==> config.mk <==
export PLATFORM = sky130hd
export DESIGN_NAME = watchdog_refresh_timeout
export DESIGN_NICKNAME = d
export VERILOG_FILES = /design/src/core/watchdog_pkg.sv /design/src/core/watchdog_refresh_timeout.sv
export SDC_FILE = /design/constraint.sdc
export NUM_CORES = 1
export LEC_CHECK = 0
export CORE_MARGIN = 3
export CORE_UTILIZATION = 25
export DETAILED_ROUTE_END_ITERATION = 6
export DONT_BUFFER_PORTS = 1
export GPL_TIMING_DRIVEN = 0
export PLACE_DENSITY = 0.38
export SLEW_MARGIN = 20
export SYNTH_ARGS = -nofsm -noshare
export SYNTH_HDL_FRONTEND = slang
export SYNTH_SLANG_ARGS = --single-unit
==> constraint.sdc <==
create_clock -name mclk -period 4.1 [get_ports mclk]
set_clock_uncertainty 0.1 [all_clocks]
set_input_delay 0.615 -clock mclk [delete_from_list [all_inputs] [get_ports mclk]]
set_output_delay 0.615 -clock mclk [all_outputs]
set_load 0.1 [all_outputs]
==> src/core/watchdog_pkg.sv <==
// constants shared by the watchdog refresh and time-out block
// assumes a single 20 MHz clock domain and an AXI4-Lite register port
//
// What this block does
// - first enable loads counter from reload value
// - each count tick decrements counter toward zero
// - refresh instruction reloads counter, counting resumes
// - debug mode refreshes counter continuously, never times out
// - option bit selects interrupt or reset time-out
// - interrupt time-out requests interrupt, sets time-out flag
// - after interrupt time-out roll to 0x0fffff, keep counting
// - reading reset cause register clears time-out flag
// - stop-mode interrupt time-out starts recovery and interrupts
// - stop-mode interrupt time-out sets time-out and stop flags
package watchdog_pkg;

  // ****************************************************************
  // register map, byte addresses
  // ****************************************************************
  localparam logic [7:0] OFS_CTRL = 8'h00;
  localparam logic [7:0] OFS_RELOAD = 8'h04;
  localparam logic [7:0] OFS_COUNT = 8'h08;
  localparam logic [7:0] OFS_CAUSE = 8'h0c;

  // ****************************************************************
  // field positions and reset values
  // ****************************************************************
  localparam int CTRL_EN_BIT = 0;
  localparam int CAUSE_TO_BIT = 0;
  localparam int CAUSE_STOP_BIT = 1;
  localparam logic RST_EN = 1'b0;
  localparam logic [23:0] RST_RELOAD = 24'hffffff;
  localparam logic [23:0] RST_COUNT = 24'h000000;

  // ****************************************************************
  // counter values and option encoding
  // ****************************************************************
  localparam logic [23:0] CNT_ZERO = 24'h000000;
  localparam logic [23:0] CNT_ONE = 24'h000001;
  localparam logic [23:0] CNT_ROLLOVER = 24'h0fffff;
  localparam logic SEL_IRQ = 1'b1;

  // ****************************************************************
  // bus responses
  // ****************************************************************
  localparam logic [1:0] RESP_OKAY = 2'h0;
  localparam logic [1:0] RESP_SLVERR = 2'h2;

endpackage

==> src/core/watchdog_refresh_timeout.sv <==
// watchdog down-counter with refresh, debug hold-off and time-out response
// assumes refresh, tick, debug and stop inputs are synchronous to mclk
`timescale 1ns/100ps
module watchdog_refresh_timeout
  import watchdog_pkg::*;
#(
  parameter int CNT_W = 24
) (
  input wire logic mclk,
  input wire logic rst_n,
  input wire logic [7:0] s_axi_awaddr,
  input wire logic s_axi_awvalid,
  output logic s_axi_awready,
  input wire logic [31:0] s_axi_wdata,
  input wire logic [3:0] s_axi_wstrb,
  input wire logic s_axi_wvalid,
  output logic s_axi_wready,
  output logic [1:0] s_axi_bresp,
  output logic s_axi_bvalid,
  input wire logic s_axi_bready,
  input wire logic [7:0] s_axi_araddr,
  input wire logic s_axi_arvalid,
  output logic s_axi_arready,
  output logic [31:0] s_axi_rdata,
  output logic [1:0] s_axi_rresp,
  output logic s_axi_rvalid,
  input wire logic s_axi_rready,
  input wire logic refresh_instr,
  input wire logic count_tick,
  input wire logic debug_mode,
  input wire logic stop_mode,
  input wire logic timeout_response_select,
  output logic watchdog_irq,
  output logic sys_reset_req,
  output logic stop_recovery
);

  // ****************************************************************
  // state
  // ****************************************************************
  typedef struct packed {
    logic en;
    logic [CNT_W-1:0] reload;
    logic [CNT_W-1:0] count;
    logic flag_to;
    logic flag_stop;
    logic awrdy;
    logic [7:0] awaddr;
    logic wrdy;
    logic [31:0] wdata;
    logic [3:0] wstrb;
    logic bvalid;
    logic [1:0] bresp;
    logic arrdy;
    logic rvalid;
    logic [31:0] rdata;
    logic [1:0] rresp;
    logic irq;
    logic rst_req;
    logic smr;
  } timer_state_s;

  // ready flops start high so the first request after reset is taken at once
  localparam timer_state_s STATE_RST = '{
    en: RST_EN,
    reload: RST_RELOAD,
    count: RST_COUNT,
    flag_to: 1'b0,
    flag_stop: 1'b0,
    awrdy: 1'b1,
    awaddr: 8'h00,
    wrdy: 1'b1,
    wdata: 32'h00000000,
    wstrb: 4'h0,
    bvalid: 1'b0,
    bresp: RESP_OKAY,
    arrdy: 1'b1,
    rvalid: 1'b0,
    rdata: 32'h00000000,
    rresp: RESP_OKAY,
    irq: 1'b0,
    rst_req: 1'b0,
    smr: 1'b0
  };

  timer_state_s q;
  timer_state_s d;

  // ****************************************************************
  // address decode and bus words
  // ****************************************************************
  typedef enum logic [2:0] {
    REG_CTRL,
    REG_RELOAD,
    REG_COUNT,
    REG_CAUSE,
    REG_NONE
  } reg_sel_e;

  // one decoder for both channels, so reads and writes cannot disagree on the map
  function automatic reg_sel_e reg_decode(input logic [7:0] addr);
    reg_sel_e sel;
    case (addr)
      OFS_CTRL: sel = REG_CTRL;
      OFS_RELOAD: sel = REG_RELOAD;
      OFS_COUNT: sel = REG_COUNT;
      OFS_CAUSE: sel = REG_CAUSE;
      default: sel = REG_NONE;
    endcase
    return sel;
  endfunction

  // counter-wide values sit in the low bits, upper bits read 0
  function automatic logic [31:0] cnt_word(input logic [CNT_W-1:0] value);
    return {{(32-CNT_W){1'b0}}, value};
  endfunction

  function automatic logic [31:0] ctrl_word(input logic en);
    logic [31:0] word;
    word = 32'h00000000;
    word[CTRL_EN_BIT] = en;
    return word;
  endfunction

  // flags are reported as they stood before the clearing read
  function automatic logic [31:0] cause_word(input logic to_flag, input logic stop_flag);
    logic [31:0] word;
    word = 32'h00000000;
    word[CAUSE_TO_BIT] = to_flag;
    word[CAUSE_STOP_BIT] = stop_flag;
    return word;
  endfunction

  // merge write data into an old word under the byte strobes
  function automatic logic [31:0] wr_merge(
    input logic [31:0] old,
    input logic [31:0] data,
    input logic [3:0] strb
  );
    logic [31:0] res;
    res = old;
    for (int i = 0; i < 4; i++) begin
      if (strb[i]) begin
        res[8*i +: 8] = data[8*i +: 8];
      end
    end
    return res;
  endfunction

  // ****************************************************************
  // next state
  // ****************************************************************
  always_comb begin
    logic [31:0] merged;
    logic en_rise;
    logic rd_clear;
    logic to_evt;
    reg_sel_e wsel;
    reg_sel_e rsel;
    logic irq_mode;
    merged = 32'h00000000;
    en_rise = 1'b0;
    rd_clear = 1'b0;
    to_evt = 1'b0;
    wsel = reg_decode(q.awaddr);
    rsel = reg_decode(s_axi_araddr);
    irq_mode = (timeout_response_select == SEL_IRQ);
    d = q;
    d.irq = 1'b0;
    d.rst_req = 1'b0;
    d.smr = 1'b0;

    // ****************************************************************
    // write channel
    // ****************************************************************
    // address and data are latched independently, either may come first
    if (q.awrdy && s_axi_awvalid) begin
      d.awrdy = 1'b0;
      d.awaddr = s_axi_awaddr;
    end
    if (q.wrdy && s_axi_wvalid) begin
      d.wrdy = 1'b0;
      d.wdata = s_axi_wdata;
      d.wstrb = s_axi_wstrb;
    end

    // both halves held: perform the write and raise the response
    if (!q.awrdy && !q.wrdy && !q.bvalid) begin
      d.bvalid = 1'b1;
      d.bresp = RESP_OKAY;
      case (wsel)
        REG_CTRL: begin
          merged = wr_merge(ctrl_word(q.en), q.wdata, q.wstrb);
          d.en = merged[CTRL_EN_BIT];
          en_rise = merged[CTRL_EN_BIT] & ~q.en;
        end
        REG_RELOAD: begin
          merged = wr_merge(cnt_word(q.reload), q.wdata, q.wstrb);
          d.reload = merged[CNT_W-1:0];
        end
        REG_COUNT, REG_CAUSE: begin
          // read-only, write accepted and dropped
        end
        default: d.bresp = RESP_SLVERR;
      endcase
    end
    if (q.bvalid && s_axi_bready) begin
      d.bvalid = 1'b0;
      d.awrdy = 1'b1;
      d.wrdy = 1'b1;
    end

    // ****************************************************************
    // read channel
    // ****************************************************************
    // read answers one cycle after the address is taken
    if (q.arrdy && s_axi_arvalid) begin
      d.arrdy = 1'b0;
      d.rvalid = 1'b1;
      d.rresp = RESP_OKAY;
      d.rdata = 32'h00000000;
      case (rsel)
        REG_CTRL: d.rdata = ctrl_word(q.en);
        REG_RELOAD: d.rdata = cnt_word(q.reload);
        REG_COUNT: d.rdata = cnt_word(q.count);
        REG_CAUSE: begin
          d.rdata = cause_word(q.flag_to, q.flag_stop);
          rd_clear = 1'b1;
        end
        default: d.rresp = RESP_SLVERR;
      endcase
    end
    if (q.rvalid && s_axi_rready) begin
      d.rvalid = 1'b0;
      d.arrdy = 1'b1;
    end

    // ****************************************************************
    // counter
    // ****************************************************************
    if (rd_clear) begin
      d.flag_to = 1'b0;
      d.flag_stop = 1'b0;
    end
    // a reload of zero holds under reset response and fires only after the rollover under interrupt response: only the step from one to zero fires
    // clearing the enable freezes the count; setting it again reloads
    if (en_rise) begin
      d.count = q.reload;
    end else if (q.en && (debug_mode || refresh_instr)) begin
      // debug keeps reloading, so a time-out cannot happen under the debugger
      d.count = q.reload;
    end else if (q.en && count_tick) begin
      if (q.count == CNT_ZERO) begin
        // reset response holds at zero; the system reset is expected to follow
        if (irq_mode) begin
          d.count = CNT_ROLLOVER;
        end
      end else begin
        d.count = q.count - CNT_ONE;
        to_evt = (q.count == CNT_ONE);
      end
    end

    // ****************************************************************
    // time-out response
    // ****************************************************************
    // flags are set after the read clear so a coincident event survives
    if (to_evt) begin
      if (irq_mode) begin
        d.irq = 1'b1;
        d.flag_to = 1'b1;
        if (stop_mode) begin
          d.smr = 1'b1;
          d.flag_stop = 1'b1;
        end
      end else begin
        d.rst_req = 1'b1;
      end
    end
  end

  // ****************************************************************
  // registers
  // ****************************************************************
  always_ff @(posedge mclk or negedge rst_n) begin
    if (!rst_n) begin
      q <= STATE_RST;
    end else begin
      q <= d;
    end
  end

  assign s_axi_awready = q.awrdy;
  assign s_axi_wready = q.wrdy;
  assign s_axi_bresp = q.bresp;
  assign s_axi_bvalid = q.bvalid;
  assign s_axi_arready = q.arrdy;
  assign s_axi_rdata = q.rdata;
  assign s_axi_rresp = q.rresp;
  assign s_axi_rvalid = q.rvalid;
  assign watchdog_irq = q.irq;
  assign sys_reset_req = q.rst_req;
  assign stop_recovery = q.smr;

endmodule

==> summary.md, run 1 <==
| Metric | Value |
|---|---|
| Top achievable clock speed | 311.9 MHz |
| Max stage delay on crit path | 0.77 ns |
| Dominant register cell in the synthesized netlist | sky130_fd_sc_hd__dfrtp_1 |
| Nature of the critical path endpoint | flop |
| Number of antenna violations at the first check in global routing | 1 |
| Share of the clock period used by the worst path | 78.19% |
| Final Routed Wirelength | 15890 um |
| Worst path buffer plus inverter count | 2 |
| Routed vias/inst | 4.869 |
| Effective utilization at floorplan | 25.99% |
| Fraction of the core area covered by cells at the end of the flow | 30.46% |
| Power per standard cell area | 654.6 nW/um2 |
| # setup viols final | 0 |
| HPWL Detailed | 11620 um |
| Largest net degree at the start of global routing | 121 |
| Cell class contributing the biggest share of worst-path delay | buffers and inverters |
| Reg clk slew, reported paths | 0.06 ns |
| Grt total ovfl | 0 |
| CTS buffer count | 17 |
| Commonest cells in the netlist | sky130_fd_sc_hd__dfrtp_1 (93), sky130_fd_sc_hd__mux2_2 (60), sky130_fd_sc_hd__nand2_1 (53) |
| Diode insertion count for antenna repair | 0 |
| Maximum buffer depth of the clock tree | 2 |
| Die Width | 158.0 um |
| Slew HR | 33.46% |
| Synth Register Bits | 120 |
| Top metal layer carrying routed signals | met5 |
| Critical-path cell list | nor4_1 > nand4_1 > o21ai_1 > clkbuf_1 > buf_2 > nand2_1 > o311ai_1 |
| Total number of H-tree levels | 4 |
| Peak supply drop | 0.2317 mV |
| Final-report hold violation count | 0 |
| Clock tree from TritonCTS | built |
| Crit path setup slack, layout | 0.8941 ns |
| Count of nets left with antenna violations after detail routing | 0 |
| Global-route wire length before repair | 25120 um |
| CP Data Required Time | 4.32 ns |
| Global router's overall resource usage | 13.39% |
| Static Leak | 2.840 nW |
| Maximum fanout along the worst path | 10 |
| Met2 wire len | 6925 um |
| Number of warnings printed during yosys synthesis | 0 |
| Total via count in the routed design | 4148 |
| FP Rows | 54 |
| Hold Path Class | input pin to async pin |
| FFs w/ async S/R, synth | 100.0% |
| Worst endpoint data arrival time | 3.42 ns |
| Root Driver | sky130_fd_sc_hd__clkbuf_16 |
| Area fraction of the dominant cell type after synthesis | 40.29% |
| Synth area leaders | sky130_fd_sc_hd__dfrtp_1 (40%), sky130_fd_sc_hd__dfstp_2 (12%), sky130_fd_sc_hd__mux2_2 (12%), sky130_fd_sc_hd__buf_4 (4.7%), sky130_fd_sc_hd__nand2_1 (3.4%) |
| Clock sinks | 120 |
| Die outline area | 24970 um2 |
| Number of cells in the finished layout apart from fillers | 852 |
| Total Neg Setup Slack | 0 ns |
| Run status | complete, no violations |
| Distinct cell type count of the synthesized netlist | 56 |
| DR DRC count | 0 |
| Post-synth EDFFs | 0 |
| Kind of critical path | flop to flop |
| Syn-to-layout area delta | 17.22% |
| Transition time at the pin with the least slew margin | 0.9981 ns |
| Post-synthesis average cell area | 10.90 um2 |
| Slowest cell on the critical path | sky130_fd_sc_hd__dfrtp_1 |
| Final Critical Period | 3.206 ns |
| Metal1 wirelength | 7711 um |
| Count of routing violations after the opening detailed-route iteration | 200 |
| Mapped cell area | 5777 um2 |
| Final RePlAce weighted congestion | 0.8728 |
| Library cell with the largest summed area after synthesis | sky130_fd_sc_hd__dfrtp_1 |
| Post-Place Cells | 819 |
| Routed wl met3 | 1013 um |
| Sequential cell area fraction in the yosys report | 52.57% |
| Drt first pass iters | 4 |
| Post-detailed-route wirelength per cell | 18.64 um |
| Insertion delay of the later-clocked pin in the worst-skew pair | 0.42 ns |
| Startpoint kind of the worst setup timing path | flop |
| Placed Area | 6161 um2 |
| RSZ-0062 raised after global routing | no |
| Buffers added on ports | 0 |
| Pre-CTS setup slack | 0.9009 ns |
| Die Height | 158.0 um |
| Ratio of cells with drive above 1 in the final layout | 29.90% |
| Via count of the first global-routing pass | 4323 |
| Cell area after layout | 6771 um2 |
| Nets | 626 |
| Library cell with the highest instance count after synthesis | sky130_fd_sc_hd__dfrtp_1 |
| Final number of max-transition violations | 0 |
| Number of primary I/O pins | 108 |
| Core Area | 22230 um2 |
| Synthesized netlist cell count | 530 |
| Max capacitance violation total | 0 |
layer usage:
metal  global-route usage, %  vias up
li1                        -     1946
met1                   18.46     2081
met2                   19.50      104
met3                   4.729       15
met4                   4.670        2
met5                       0        -
power breakdown:
group          switching [mW]  internal (mW)
clock network           0.618          0.861
registers               0.428           1.53
logic                   0.563          0.431
total                    1.61           2.82
layout by cell type, fill, tap and decap left out, types with 11 or more instances in the layout:
master / netlist / layout
sky130_fd_sc_hd__dfstp_2: 27 / 27
sky130_fd_sc_hd__nor3_1: 21 / 21
sky130_fd_sc_hd__dfrtp_1: 93 / 93
sky130_fd_sc_hd__nand3_1: 11 / 11
sky130_fd_sc_hd__a21oi_1: 20 / 20
sky130_fd_sc_hd__o21ai_1: 14 / 14
sky130_fd_sc_hd__buf_4: 36 / 36
sky130_fd_sc_hd__nor2_1: 22 / 22
sky130_fd_sc_hd__clkbuf_16: 0 / 17
sky130_fd_sc_hd__a22oi_1: 23 / 23
sky130_fd_sc_hd__clkbuf_1: 16 / 16
sky130_fd_sc_hd__nand2_1: 53 / 53
sky130_fd_sc_hd__o21ai_0: 30 / 30
sky130_fd_sc_hd__mux2_2: 60 / 60
state kept, by name, indices dropped and copies added, names as in the netlist:
name           count
q                 86
s_axi_bvalid       1
s_axi_rdata       24
s_axi_arready      1
stop_recovery      1
s_axi_rresp        1
s_axi_awready      1
s_axi_wready       1
s_axi_rvalid       1
s_axi_bresp        1
watchdog_irq       1
sys_reset_req      1
kinds of logic after synthesis:
group / synth area share, %
mux: 12.82
flops: 52.57
simple gates: 13.65
compound gates: 13.26
other cells: 0.06491
fa+ha+maj: 0.6498
buf+inv: 6.693
xor+xnor: 0.3033
path summary, 6_finish.rpt:
check,cells past startpoint,slack [ns],end,start
max,7,0.89,q[113]$_DFFE_PN0P_,s_axi_bvalid$_DFFE_PN0P_
min,1,0.04,q[63]$_DFFE_PN0P_,rst_n
max reg2reg,7,0.89,q[113]$_DFFE_PN0P_,s_axi_bvalid$_DFFE_PN0P_
min reg2reg,2,0.38,s_axi_rdata[5]$_DFFE_PN0P_,s_axi_rdata[5]$_DFFE_PN0P_
max in group asynchronous,1,3.35,s_axi_rdata[5]$_DFFE_PN0P_,rst_n
min in group mclk,1,0.15,s_axi_awready$_DFFE_PN1P_,s_axi_awvalid
worst register-to-register path: stages, from the launching register on:
cell and delay [ns]:
sky130_fd_sc_hd__dfrtp_1 0.77, sky130_fd_sc_hd__nor4_1 0.52, sky130_fd_sc_hd__nand4_1 0.27, sky130_fd_sc_hd__o21ai_1 0.36
sky130_fd_sc_hd__clkbuf_1 0.55, sky130_fd_sc_hd__buf_2 0.38, sky130_fd_sc_hd__nand2_1 0.09, sky130_fd_sc_hd__o311ai_1 0.07
what timing repair did:
item,4_1_cts,5_1_grt
hold buffers,1,0
hold endpoints to repair,120,0
gates resized for setup,0,0
buffers inserted,0,0
stage by stage:
stage | power (mW) | hold WS (ns)
after global routing | 4.713 | 0.08652
after floorplan | 2.671 | 0.2194
after detailed placement | 2.955 | 0.2253
after CTS | 4.497 | 0.07234
after global placement | 2.928 | 0.2250
final | 4.433 | 0.03956
final cells by class:
class | count | area (um2)
fillers | 2319 | 15460
flip-flops and latches | 120 | 3037
multi-input cells | 353 | 2387
clock buffers | 17 | 425.4
well taps | 280 | 350.3
plain buffers | 56 | 349.1
clock inverters | 15 | 157.7
inverters | 10 | 37.54
repair buffers | 1 | 27.53
(Power assumes the default switching activity.)
==> run 2: changes to the inputs <==
- ABC_AREA: default -> 1
- PLACE_DENSITY: 0.38 -> 0.4
- clock period: 4.1 -> 2.6 ns (I/O delays scaled with it)
==> run 2 against run 1 <==
- the run now ends with negative hold slack left
- combinational power is 79% higher
- setup slack worse by 0.71 ns
- wire length is 12% higher
- hold slack worse by 0.46 ns
- largest cell class unchanged
- largest power group unchanged
- highest routed layer is now met4
==> summary.md, run 2 <==
| Metric | Value |
|---|---|
| Library cell with the largest summed area after synthesis | sky130_fd_sc_hd__dfrtp_1 (unchanged) |
| Number of antenna violations at the first check in global routing | 0 (was 1) |
| Count of routing violations after the opening detailed-route iteration | 208 (was 200) |
| Failing checks | negative hold slack |
| CP Data Required Time | 2.80 ns (was 4.32 ns) |
| Ratio of cells with drive above 1 in the final layout | 18.15% (was 29.90%) |
| Largest register FFs | 86 (unchanged) |
| Post-synthesis average cell area | 7.976 um2 (was 10.90 um2) |
| Slew HR | 32.26% (was 33.46%) |
| Count of nets left with antenna violations after detail routing | 0 (unchanged) |
| Kind of critical path | flop to flop (unchanged) |
| Nature of the critical path endpoint | flop (unchanged) |
| FP Rows | 57 (was 54) |
| Metal1 wirelength | 8443 um (was 7711 um) |
| Total via count in the routed design | 5030 (was 4148) |
| Most common cell after layout, fill and taps aside | sky130_fd_sc_hd__nand2_1 (was sky130_fd_sc_hd__dfrtp_1) |
| Final RePlAce weighted congestion | 0.8679 (was 0.8728) |
| Via count of the first global-routing pass | 5175 (was 4323) |
| Reg clk slew, reported paths | 0.06 ns (about the same) |
| Share of the clock period used by the worst path | 92.84% (was 78.19%) |
| Hold_ws | -0.4211 ns (was 0.03956 ns) |
| Synth Register Bits | 120 (unchanged) |
| Transition time at the pin with the least slew margin | 1.016 ns (was 0.9981 ns) |
| Post-detailed-route wirelength per cell | 15.29 um (was 18.64 um) |
| Cell count of the worst reg-to-reg path | 8 (was 7) |
| Maximum buffer depth of the clock tree | 2 (unchanged) |
| Run status | finished, violations left (was complete, no violations) |
| Clock sinks | 120 (unchanged) |
| Routed wl met3 | 932 um (was 1013 um) |
| CP Capture Point | q[105]$_DFFE_PN0P_ (was q[113]$_DFFE_PN0P_) |
| Diode insertion count for antenna repair | 0 (unchanged) |
| Dominant register cell in the synthesized netlist | sky130_fd_sc_hd__dfrtp_1 (unchanged) |
| Library cell with the highest instance count after synthesis | sky130_fd_sc_hd__nand2_1 (was sky130_fd_sc_hd__dfrtp_1) |
| Largest net degree at the start of global routing | 121 (unchanged) |
| Total number of H-tree levels | 4 (unchanged) |
| Maximum fanout along the worst path | 10 (unchanged) |
| Mapped cell area | 6349 um2 (was 5777 um2) |
| Hold Path Class | input pin to async pin (unchanged) |
| Top metal layer carrying routed signals | met4 (was met5) |
| Buffers added on ports | 0 (unchanged) |
| Static Leak | 3.587 nW (was 2.840 nW) |
| Tot Pwr | 7.574 mW (was 4.433 mW) |
| Register bank with the most flops | q (unchanged) |
| HPWL Detailed | 13270 um (was 11620 um) |
| RSZ-0062 raised after global routing | no (unchanged) |
| Root Driver | sky130_fd_sc_hd__clkbuf_16 (unchanged) |
| Synthesized netlist cell count | 796 (was 530) |
| Number of primary I/O pins | 108 (unchanged) |
| Distinct cell type count of the synthesized netlist | 38 (was 56) |
| Peak supply drop | 0.7237 mV (was 0.2317 mV) |
| Post-synth EDFFs | 0 (unchanged) |
| Final Critical Period | 2.414 ns (was 3.206 ns) |
| Final Routed Wirelength | 17840 um (was 15890 um) |
| Worst endpoint data arrival time | 2.62 ns (was 3.42 ns) |
| Sequential cell area fraction in the yosys report | 47.83% (was 52.57%) |
| Drt first pass iters | 4 (unchanged) |
| Start point of the critical path | s_axi_bvalid$_DFFE_PN0P_ (unchanged) |
| Commonest cells in the netlist | sky130_fd_sc_hd__nand2_1 (269), sky130_fd_sc_hd__dfrtp_1 (93), sky130_fd_sc_hd__inv_1 (81) (was sky130_fd_sc_hd__dfrtp_1 (93), sky130_fd_sc_hd__mux2_2 (60), sky130_fd_sc_hd__nand2_1 (53)) |
| Destination of the worst register-to-register timing path | q[105]$_DFFE_PN0P_ (was q[113]$_DFFE_PN0P_) |
| Total Neg Setup Slack | 0 ns (unchanged) |
| Syn-to-layout area delta | 17.56% (was 17.22%) |
| Die outline area | 27340 um2 (was 24970 um2) |
| Core Area | 24600 um2 (was 22230 um2) |
| FFs w/ async S/R, synth | 100.0% (unchanged) |
| Final-report hold violation count | 120 (was 0) |
| Startpoint kind of the worst setup timing path | flop (unchanged) |
| Global-route wire length before repair | 28640 um (was 25120 um) |
| Hold Buf Count CTS | 6 (was 1) |
| Nets | 897 (was 626) |
| Flop-to-flop setup slack | 0.19 ns (was 0.89 ns) |
| Synth area leaders | sky130_fd_sc_hd__dfrtp_1 (37%), sky130_fd_sc_hd__nand2_1 (16%), sky130_fd_sc_hd__dfstp_2 (11%), sky130_fd_sc_hd__mux2_2 (5.5%), sky130_fd_sc_hd__inv_1 (4.8%) (was sky130_fd_sc_hd__dfrtp_1 (40%), sky130_fd_sc_hd__dfstp_2 (12%), sky130_fd_sc_hd__mux2_2 (12%), sky130_fd_sc_hd__buf_4 (4.7%), sky130_fd_sc_hd__nand2_1 (3.4%)) |
| Insertion delay of the later-clocked pin in the worst-skew pair | 0.42 ns (about the same) |
| Power per standard cell area | 1015 nW/um2 (was 654.6 nW/um2) |
| Final number of max-transition violations | 0 (unchanged) |
| Clock tree from TritonCTS | built (unchanged) |
| Global router's overall resource usage | 13.76% (was 13.39%) |
| DR DRC count | 0 (unchanged) |
| CTS buffer count | 17 (unchanged) |
| Die Height | 165.4 um (was 158.0 um) |
| Resized cells post-CTS | 0 (unchanged) |
| Highest-count cells in the layout ignoring fill and taps | sky130_fd_sc_hd__nand2_1 (269), sky130_fd_sc_hd__dfrtp_1 (93), sky130_fd_sc_hd__inv_1 (81), sky130_fd_sc_hd__nor2_1 (72), sky130_fd_sc_hd__nand3_1 (58) (was sky130_fd_sc_hd__dfrtp_1 (93), sky130_fd_sc_hd__mux2_2 (60), sky130_fd_sc_hd__nand2_1 (53), sky130_fd_sc_hd__buf_4 (36), sky130_fd_sc_hd__o21ai_0 (30)) |
| Top achievable clock speed | 414.3 MHz (was 311.9 MHz) |
| Max capacitance violation total | 0 (unchanged) |
| Effective utilization at floorplan | 25.80% (was 25.99%) |
| Number of warnings printed during yosys synthesis | 0 (unchanged) |
| # setup viols final | 0 (unchanged) |
| Routed vias/inst | 4.310 (was 4.869) |
| Grt total ovfl | 0 (unchanged) |
| Cell area after layout | 7463 um2 (was 6771 um2) |
| Worst flop-to-flop path startpoint | s_axi_bvalid$_DFFE_PN0P_ (unchanged) |
| Area fraction of the dominant cell type after synthesis | 36.66% (was 40.29%) |
| Placed Area | 6788 um2 (was 6161 um2) |
| Postcts setup bufs | 0 (unchanged) |
| Met2 wire len | 8163 um (was 6925 um) |
| Die Width | 165.4 um (was 158.0 um) |
run 2: cell types whose count changed after synthesis, moves of 6 or more:
cell,change
sky130_fd_sc_hd__nor2_1,+50
sky130_fd_sc_hd__nand2_1,+216
sky130_fd_sc_hd__a22oi_1,-23
sky130_fd_sc_hd__inv_1,+71
sky130_fd_sc_hd__nand3_1,+47
sky130_fd_sc_hd__clkbuf_1,-6
sky130_fd_sc_hd__or3_1,-7
sky130_fd_sc_hd__nor3_1,-19
sky130_fd_sc_hd__mux2_2,-29
sky130_fd_sc_hd__xor2_1,+6
run 2: how the worst min path moves through the flow:
stage | start | end | slack, ns | depth (start not counted)
after floorplan | rst_n | q[100]$_DFFE_PN0P_ | -0.006 | 0
after global placement | rst_n | s_axi_rdata[12]$_DFFE_PN0P_ | 0.005 | 0
after detailed placement | rst_n | s_axi_rdata[12]$_DFFE_PN0P_ | 0.005 | 0
after CTS | rst_n | s_axi_rdata[12]$_DFFE_PN0P_ | -0.44 | 0
after global routing | rst_n | s_axi_rdata[12]$_DFFE_PN0P_ | -0.44 | 0
final | rst_n | s_axi_rdata[12]$_DFFE_PN0P_ | -0.42 | 0
run 2: per-stage QoR:
stage	instances	setup WS [ns]	utilization, %
after CTS	1167	0.1169	30.33
after floorplan	805	0.5451	-
final	1167	0.1861	30.33
after detailed placement	1129	0.1359	27.59
after global routing	1167	0.002409	30.33
after global placement	1129	0.1043	27.59
run 2: logic make-up (layout without fill, tap and decap cells):
group                      Yosys count  in the layout  synth area share [%]
AOI/OAI and AO/OA                   67             67                 5.341
xor gates and xnor gates             7              7                0.9657
adders and majority gates            3              3                0.5913
buffers and inverters              141            179                 11.04
DFF                                120            120                 47.83
muxes                               31             31                 5.499
other                                1             10               0.05907
and+or+nand+nor                    426            426                 28.68
run 2: critical path: stages, from the launching register on:
cell	delay [ns]
sky130_fd_sc_hd__dfrtp_1	1.01
sky130_fd_sc_hd__nor3_4	0.13
sky130_fd_sc_hd__nand3_2	0.18
sky130_fd_sc_hd__nand2_4	0.12
sky130_fd_sc_hd__nor2_4	0.30
sky130_fd_sc_hd__buf_4	0.26
sky130_fd_sc_hd__nand2_1	0.07
sky130_fd_sc_hd__nand3_1	0.06
sky130_fd_sc_hd__nand2_1	0.05
run 2: area by class of cell:
cell class / instances / area (um2)
fill: 2686 / 17140
clock inverter: 11 / 145.1
sequential: 120 / 3037
tap: 324 / 405.4
inverter: 85 / 326.6
multi-input combinational: 544 / 2645
buffer: 56 / 374.1
clock buffer: 21 / 470.5
timing repair buffer: 6 / 60.06
run 2: power breakdown:
group          switching, mW  internal (mW)
Sequential             0.752           2.57
Clock                  0.895           1.58
Combinational           1.10          0.673
run 2: layer usage:
metal	track usage, %	vias to the layer above
li1	-	2537
met1	18.51	2378
met2	21.51	102
met3	3.492	13
met4	4.764	0
met5	0	-
==> run 3: changes to the inputs <==
- CTS_BUF_LIST: default -> sky130_fd_sc_hd__clkbuf_4 sky130_fd_sc_hd__clkbuf_8
- MAX_ROUTING_LAYER: default -> met4
==> run 3 against run 2 <==
- the flow still finishes with violations (negative hold slack)
- count of clock-buffer cells in the layout unchanged
- highest routed layer unchanged
- critical path type unchanged
- sequential cell count stayed put
- sequential share of layout area is 1.1 points lower
==> summary.md, run 3 (synthesized netlist as in run 2, its figures left out) <==
| Metric | Value |
|---|---|
| Run status | finished, violations left (unchanged) |
| Failing checks | negative hold slack (unchanged) |
| Max stage delay on crit path | 0.87 ns (was 1.01 ns) |
| CP Data Required Time | 2.88 ns (was 2.80 ns) |
| Buffers added on ports | 0 (unchanged) |
| Most common cell type on the critical path | sky130_fd_sc_hd__nand2_1 (unchanged) |
| # setup viols final | 0 (unchanged) |
| Diode insertion count for antenna repair | 0 (unchanged) |
| Insertion delay of the later-clocked pin in the worst-skew pair | 0.44 ns (was 0.42 ns) |
| Most common cell after layout, fill and taps aside | sky130_fd_sc_hd__nand2_1 (unchanged) |
| Highest-count cells in the layout ignoring fill and taps | sky130_fd_sc_hd__nand2_1 (269), sky130_fd_sc_hd__dfrtp_1 (92), sky130_fd_sc_hd__inv_1 (81), sky130_fd_sc_hd__nor2_1 (72), sky130_fd_sc_hd__nand3_1 (58) (was sky130_fd_sc_hd__nand2_1 (269), sky130_fd_sc_hd__dfrtp_1 (93), sky130_fd_sc_hd__inv_1 (81), sky130_fd_sc_hd__nor2_1 (72), sky130_fd_sc_hd__nand3_1 (58)) |
| Max capacitance violation total | 0 (unchanged) |
| Transition time at the pin with the least slew margin | 0.9144 ns (was 1.016 ns) |
| Pre-CTS setup slack | 0.1359 ns (unchanged) |
| Drt first pass iters | 4 (unchanged) |
| Fraction of the core area covered by cells at the end of the flow | 31.16% (was 30.33%) |
| HPWL Detailed | 13270 um (unchanged) |
| Peak supply drop | 0.5516 mV (was 0.7237 mV) |
| Register bank with the most flops | q (unchanged) |
| Clock sinks | 120 (unchanged) |
| Count of nets left with antenna violations after detail routing | 0 (unchanged) |
| FP Rows | 57 (unchanged) |
| Worst endpoint data arrival time | 2.70 ns (was 2.62 ns) |
| RSZ-0062 raised after global routing | no (unchanged) |
| Number of primary I/O pins | 108 (unchanged) |
| Core Area | 24600 um2 (unchanged) |
| Count of routing violations after the opening detailed-route iteration | 217 (was 208) |
| Slew HR | 39.04% (was 32.26%) |
| Tot Pwr | 7.006 mW (was 7.574 mW) |
| Postcts setup bufs | 0 (unchanged) |
| Die outline area | 27340 um2 (unchanged) |
| Total number of H-tree levels | 4 (unchanged) |
| Design internal power | 4.330 mW (was 4.824 mW) |
| Reg clk slew, reported paths | 0.08 ns (was 0.06 ns) |
| Share of the clock period used by the worst path | 92.92% (was 92.84%) |
| Nets | 936 (was 897) |
| Nature of the critical path endpoint | flop (unchanged) |
| Hold_ws | -0.4526 ns (was -0.4211 ns) |
| Final number of max-transition violations | 0 (unchanged) |
| Cell area after layout | 7667 um2 (was 7463 um2) |
| Slowest cell on the critical path | sky130_fd_sc_hd__dfstp_2 (was sky130_fd_sc_hd__dfrtp_1) |
| Global router's overall resource usage | 14.27% (was 13.76%) |
| Maximum fanout along the worst path | 10 (unchanged) |
| Part of the power in registers | 47.4% (was 43.8%) |
| Largest net degree at the start of global routing | 121 (unchanged) |
| Hold Buf Count CTS | 45 (was 6) |
| Root Driver | sky130_fd_sc_hd__clkbuf_8 (was sky130_fd_sc_hd__clkbuf_16) |
| Post-Place Cells | 1129 (unchanged) |
| Final Routed Wirelength | 17850 um (was 17840 um) |
| Net switching fraction of the power | 38.19% (was 36.31%) |
| Grt total ovfl | 0 (unchanged) |
| Kind of critical path | flop to flop (unchanged) |
| Routed vias/inst | 4.287 (was 4.310) |
| DR DRC count | 0 (unchanged) |
| Power per standard cell area | 913.8 nW/um2 (was 1015 nW/um2) |
| Number of antenna violations at the first check in global routing | 0 (unchanged) |
| Total Neg Setup Slack | 0 ns (unchanged) |
| Placed Area | 6788 um2 (unchanged) |
| Largest register FFs | 86 (unchanged) |
| Ratio of cells with drive above 1 in the final layout | 17.57% (was 18.15%) |
| Critical-path cell list | nand2_1 > clkinv_1 > clkbuf_1 > nand2_1 > nand2_1 (was nor3_4 > nand3_2 > nand2_4 > nor2_4 > buf_4 > nand2_1 > nand3_1 > nand2_1) |
| Via count of the first global-routing pass | 5356 (was 5175) |
| Number of cells in the finished layout apart from fillers | 1206 (was 1167) |
| Static Leak | 3.668 nW (was 3.587 nW) |
| Effective utilization at floorplan | 25.80% (unchanged) |
| Startpoint kind of the worst setup timing path | flop (unchanged) |
| Syn-to-layout area delta | 20.77% (was 17.56%) |
| P_sw | 2.676 mW (was 2.750 mW) |
| Final RePlAce weighted congestion | 0.8821 (was 0.8679) |
| Crit path setup slack, layout | 0.1841 ns (was 0.1861 ns) |
| Combinational cell fraction of total power | 26.3% (was 23.4%) |
| Die Width | 165.4 um (unchanged) |
| Global-route wire length before repair | 29050 um (was 28640 um) |
| Clock tree from TritonCTS | built (unchanged) |
| Final Critical Period | 2.416 ns (was 2.414 ns) |
| Maximum buffer depth of the clock tree | 2 (unchanged) |
| Die Height | 165.4 um (unchanged) |
| Total via count in the routed design | 5170 (was 5030) |
| Top achievable clock speed | 413.9 MHz (was 414.3 MHz) |
| Post-detailed-route wirelength per cell | 14.80 um (was 15.29 um) |
| Clock group share of total power | 26.3% (was 32.7%) |
| Final-report hold violation count | 120 (unchanged) |
| CTS buffer count | 17 (unchanged) |
| Hold Path Class | input pin to async pin (unchanged) |
## run 3: area by class of cell
class | count | area (um2)
tap | 324 | 405.4
buffer | 56 | 374.1
multi-input combinational | 544 | 2645
sequential | 120 | 3038
fill | 2694 | 16940
timing repair buffer | 45 | 450.4
clock buffer | 21 | 282.8
inverter | 85 | 326.6
clock inverter | 11 | 145.1
## run 3: critical path: cells and delay by family (launching register included)
kind                   cells  cell delay, ns
buffers and inverters      2            0.75
AND/OR/NAND/NOR            3            0.62
flip-flops                 1            0.87
## run 3: power groups by stage
stage	registers (mW)	clock network, mW	logic [mW]
after floorplan	3.17	0	1.48
after global placement	3.35	0	1.78
after detailed placement	3.35	0	1.79
after CTS	3.32	1.91	1.87
after global routing	3.41	1.99	2.13
final	3.32	1.84	1.84
## run 3: what timing repair did
action | CTS | global route
resized for setup | 0 | 1
endpoints found under the hold margin | 163 | 120
setup endpoints to repair | 0 | 1
## run 3: routing by layer
metal | up-vias | GRT usage, % | routed length (um)
met3 | 14 | 3.517 | 791
met1 | 2432 | 18.93 | 8530
met2 | 110 | 21.86 | 8233
met5 | - | - | 0
met4 | 0 | 3.856 | 289
li1 | 2614 | - | -
## run 3: worst paths after layout
kind | start | end | slack [ns] | depth (start not counted)
worst max-delay path | s_axi_arready$_DFFE_PN1P_ | s_axi_rdata[9]$_DFFE_PN0P_ | 0.18 | 5
worst min-delay path | rst_n | s_axi_rdata[12]$_DFFE_PN0P_ | -0.45 | 0
worst max register to register | s_axi_arready$_DFFE_PN1P_ | s_axi_rdata[9]$_DFFE_PN0P_ | 0.18 | 5
worst min register to register | s_axi_rdata[4]$_DFFE_PN0P_ | s_axi_rdata[4]$_DFFE_PN0P_ | 0.38 | 2
max in group asynchronous | rst_n | q[122]$_DFFE_PN1P_ | 2.50 | 0
min in group mclk | timeout_response_select | stop_recovery$_DFF_PN0_ | 0.10 | 2
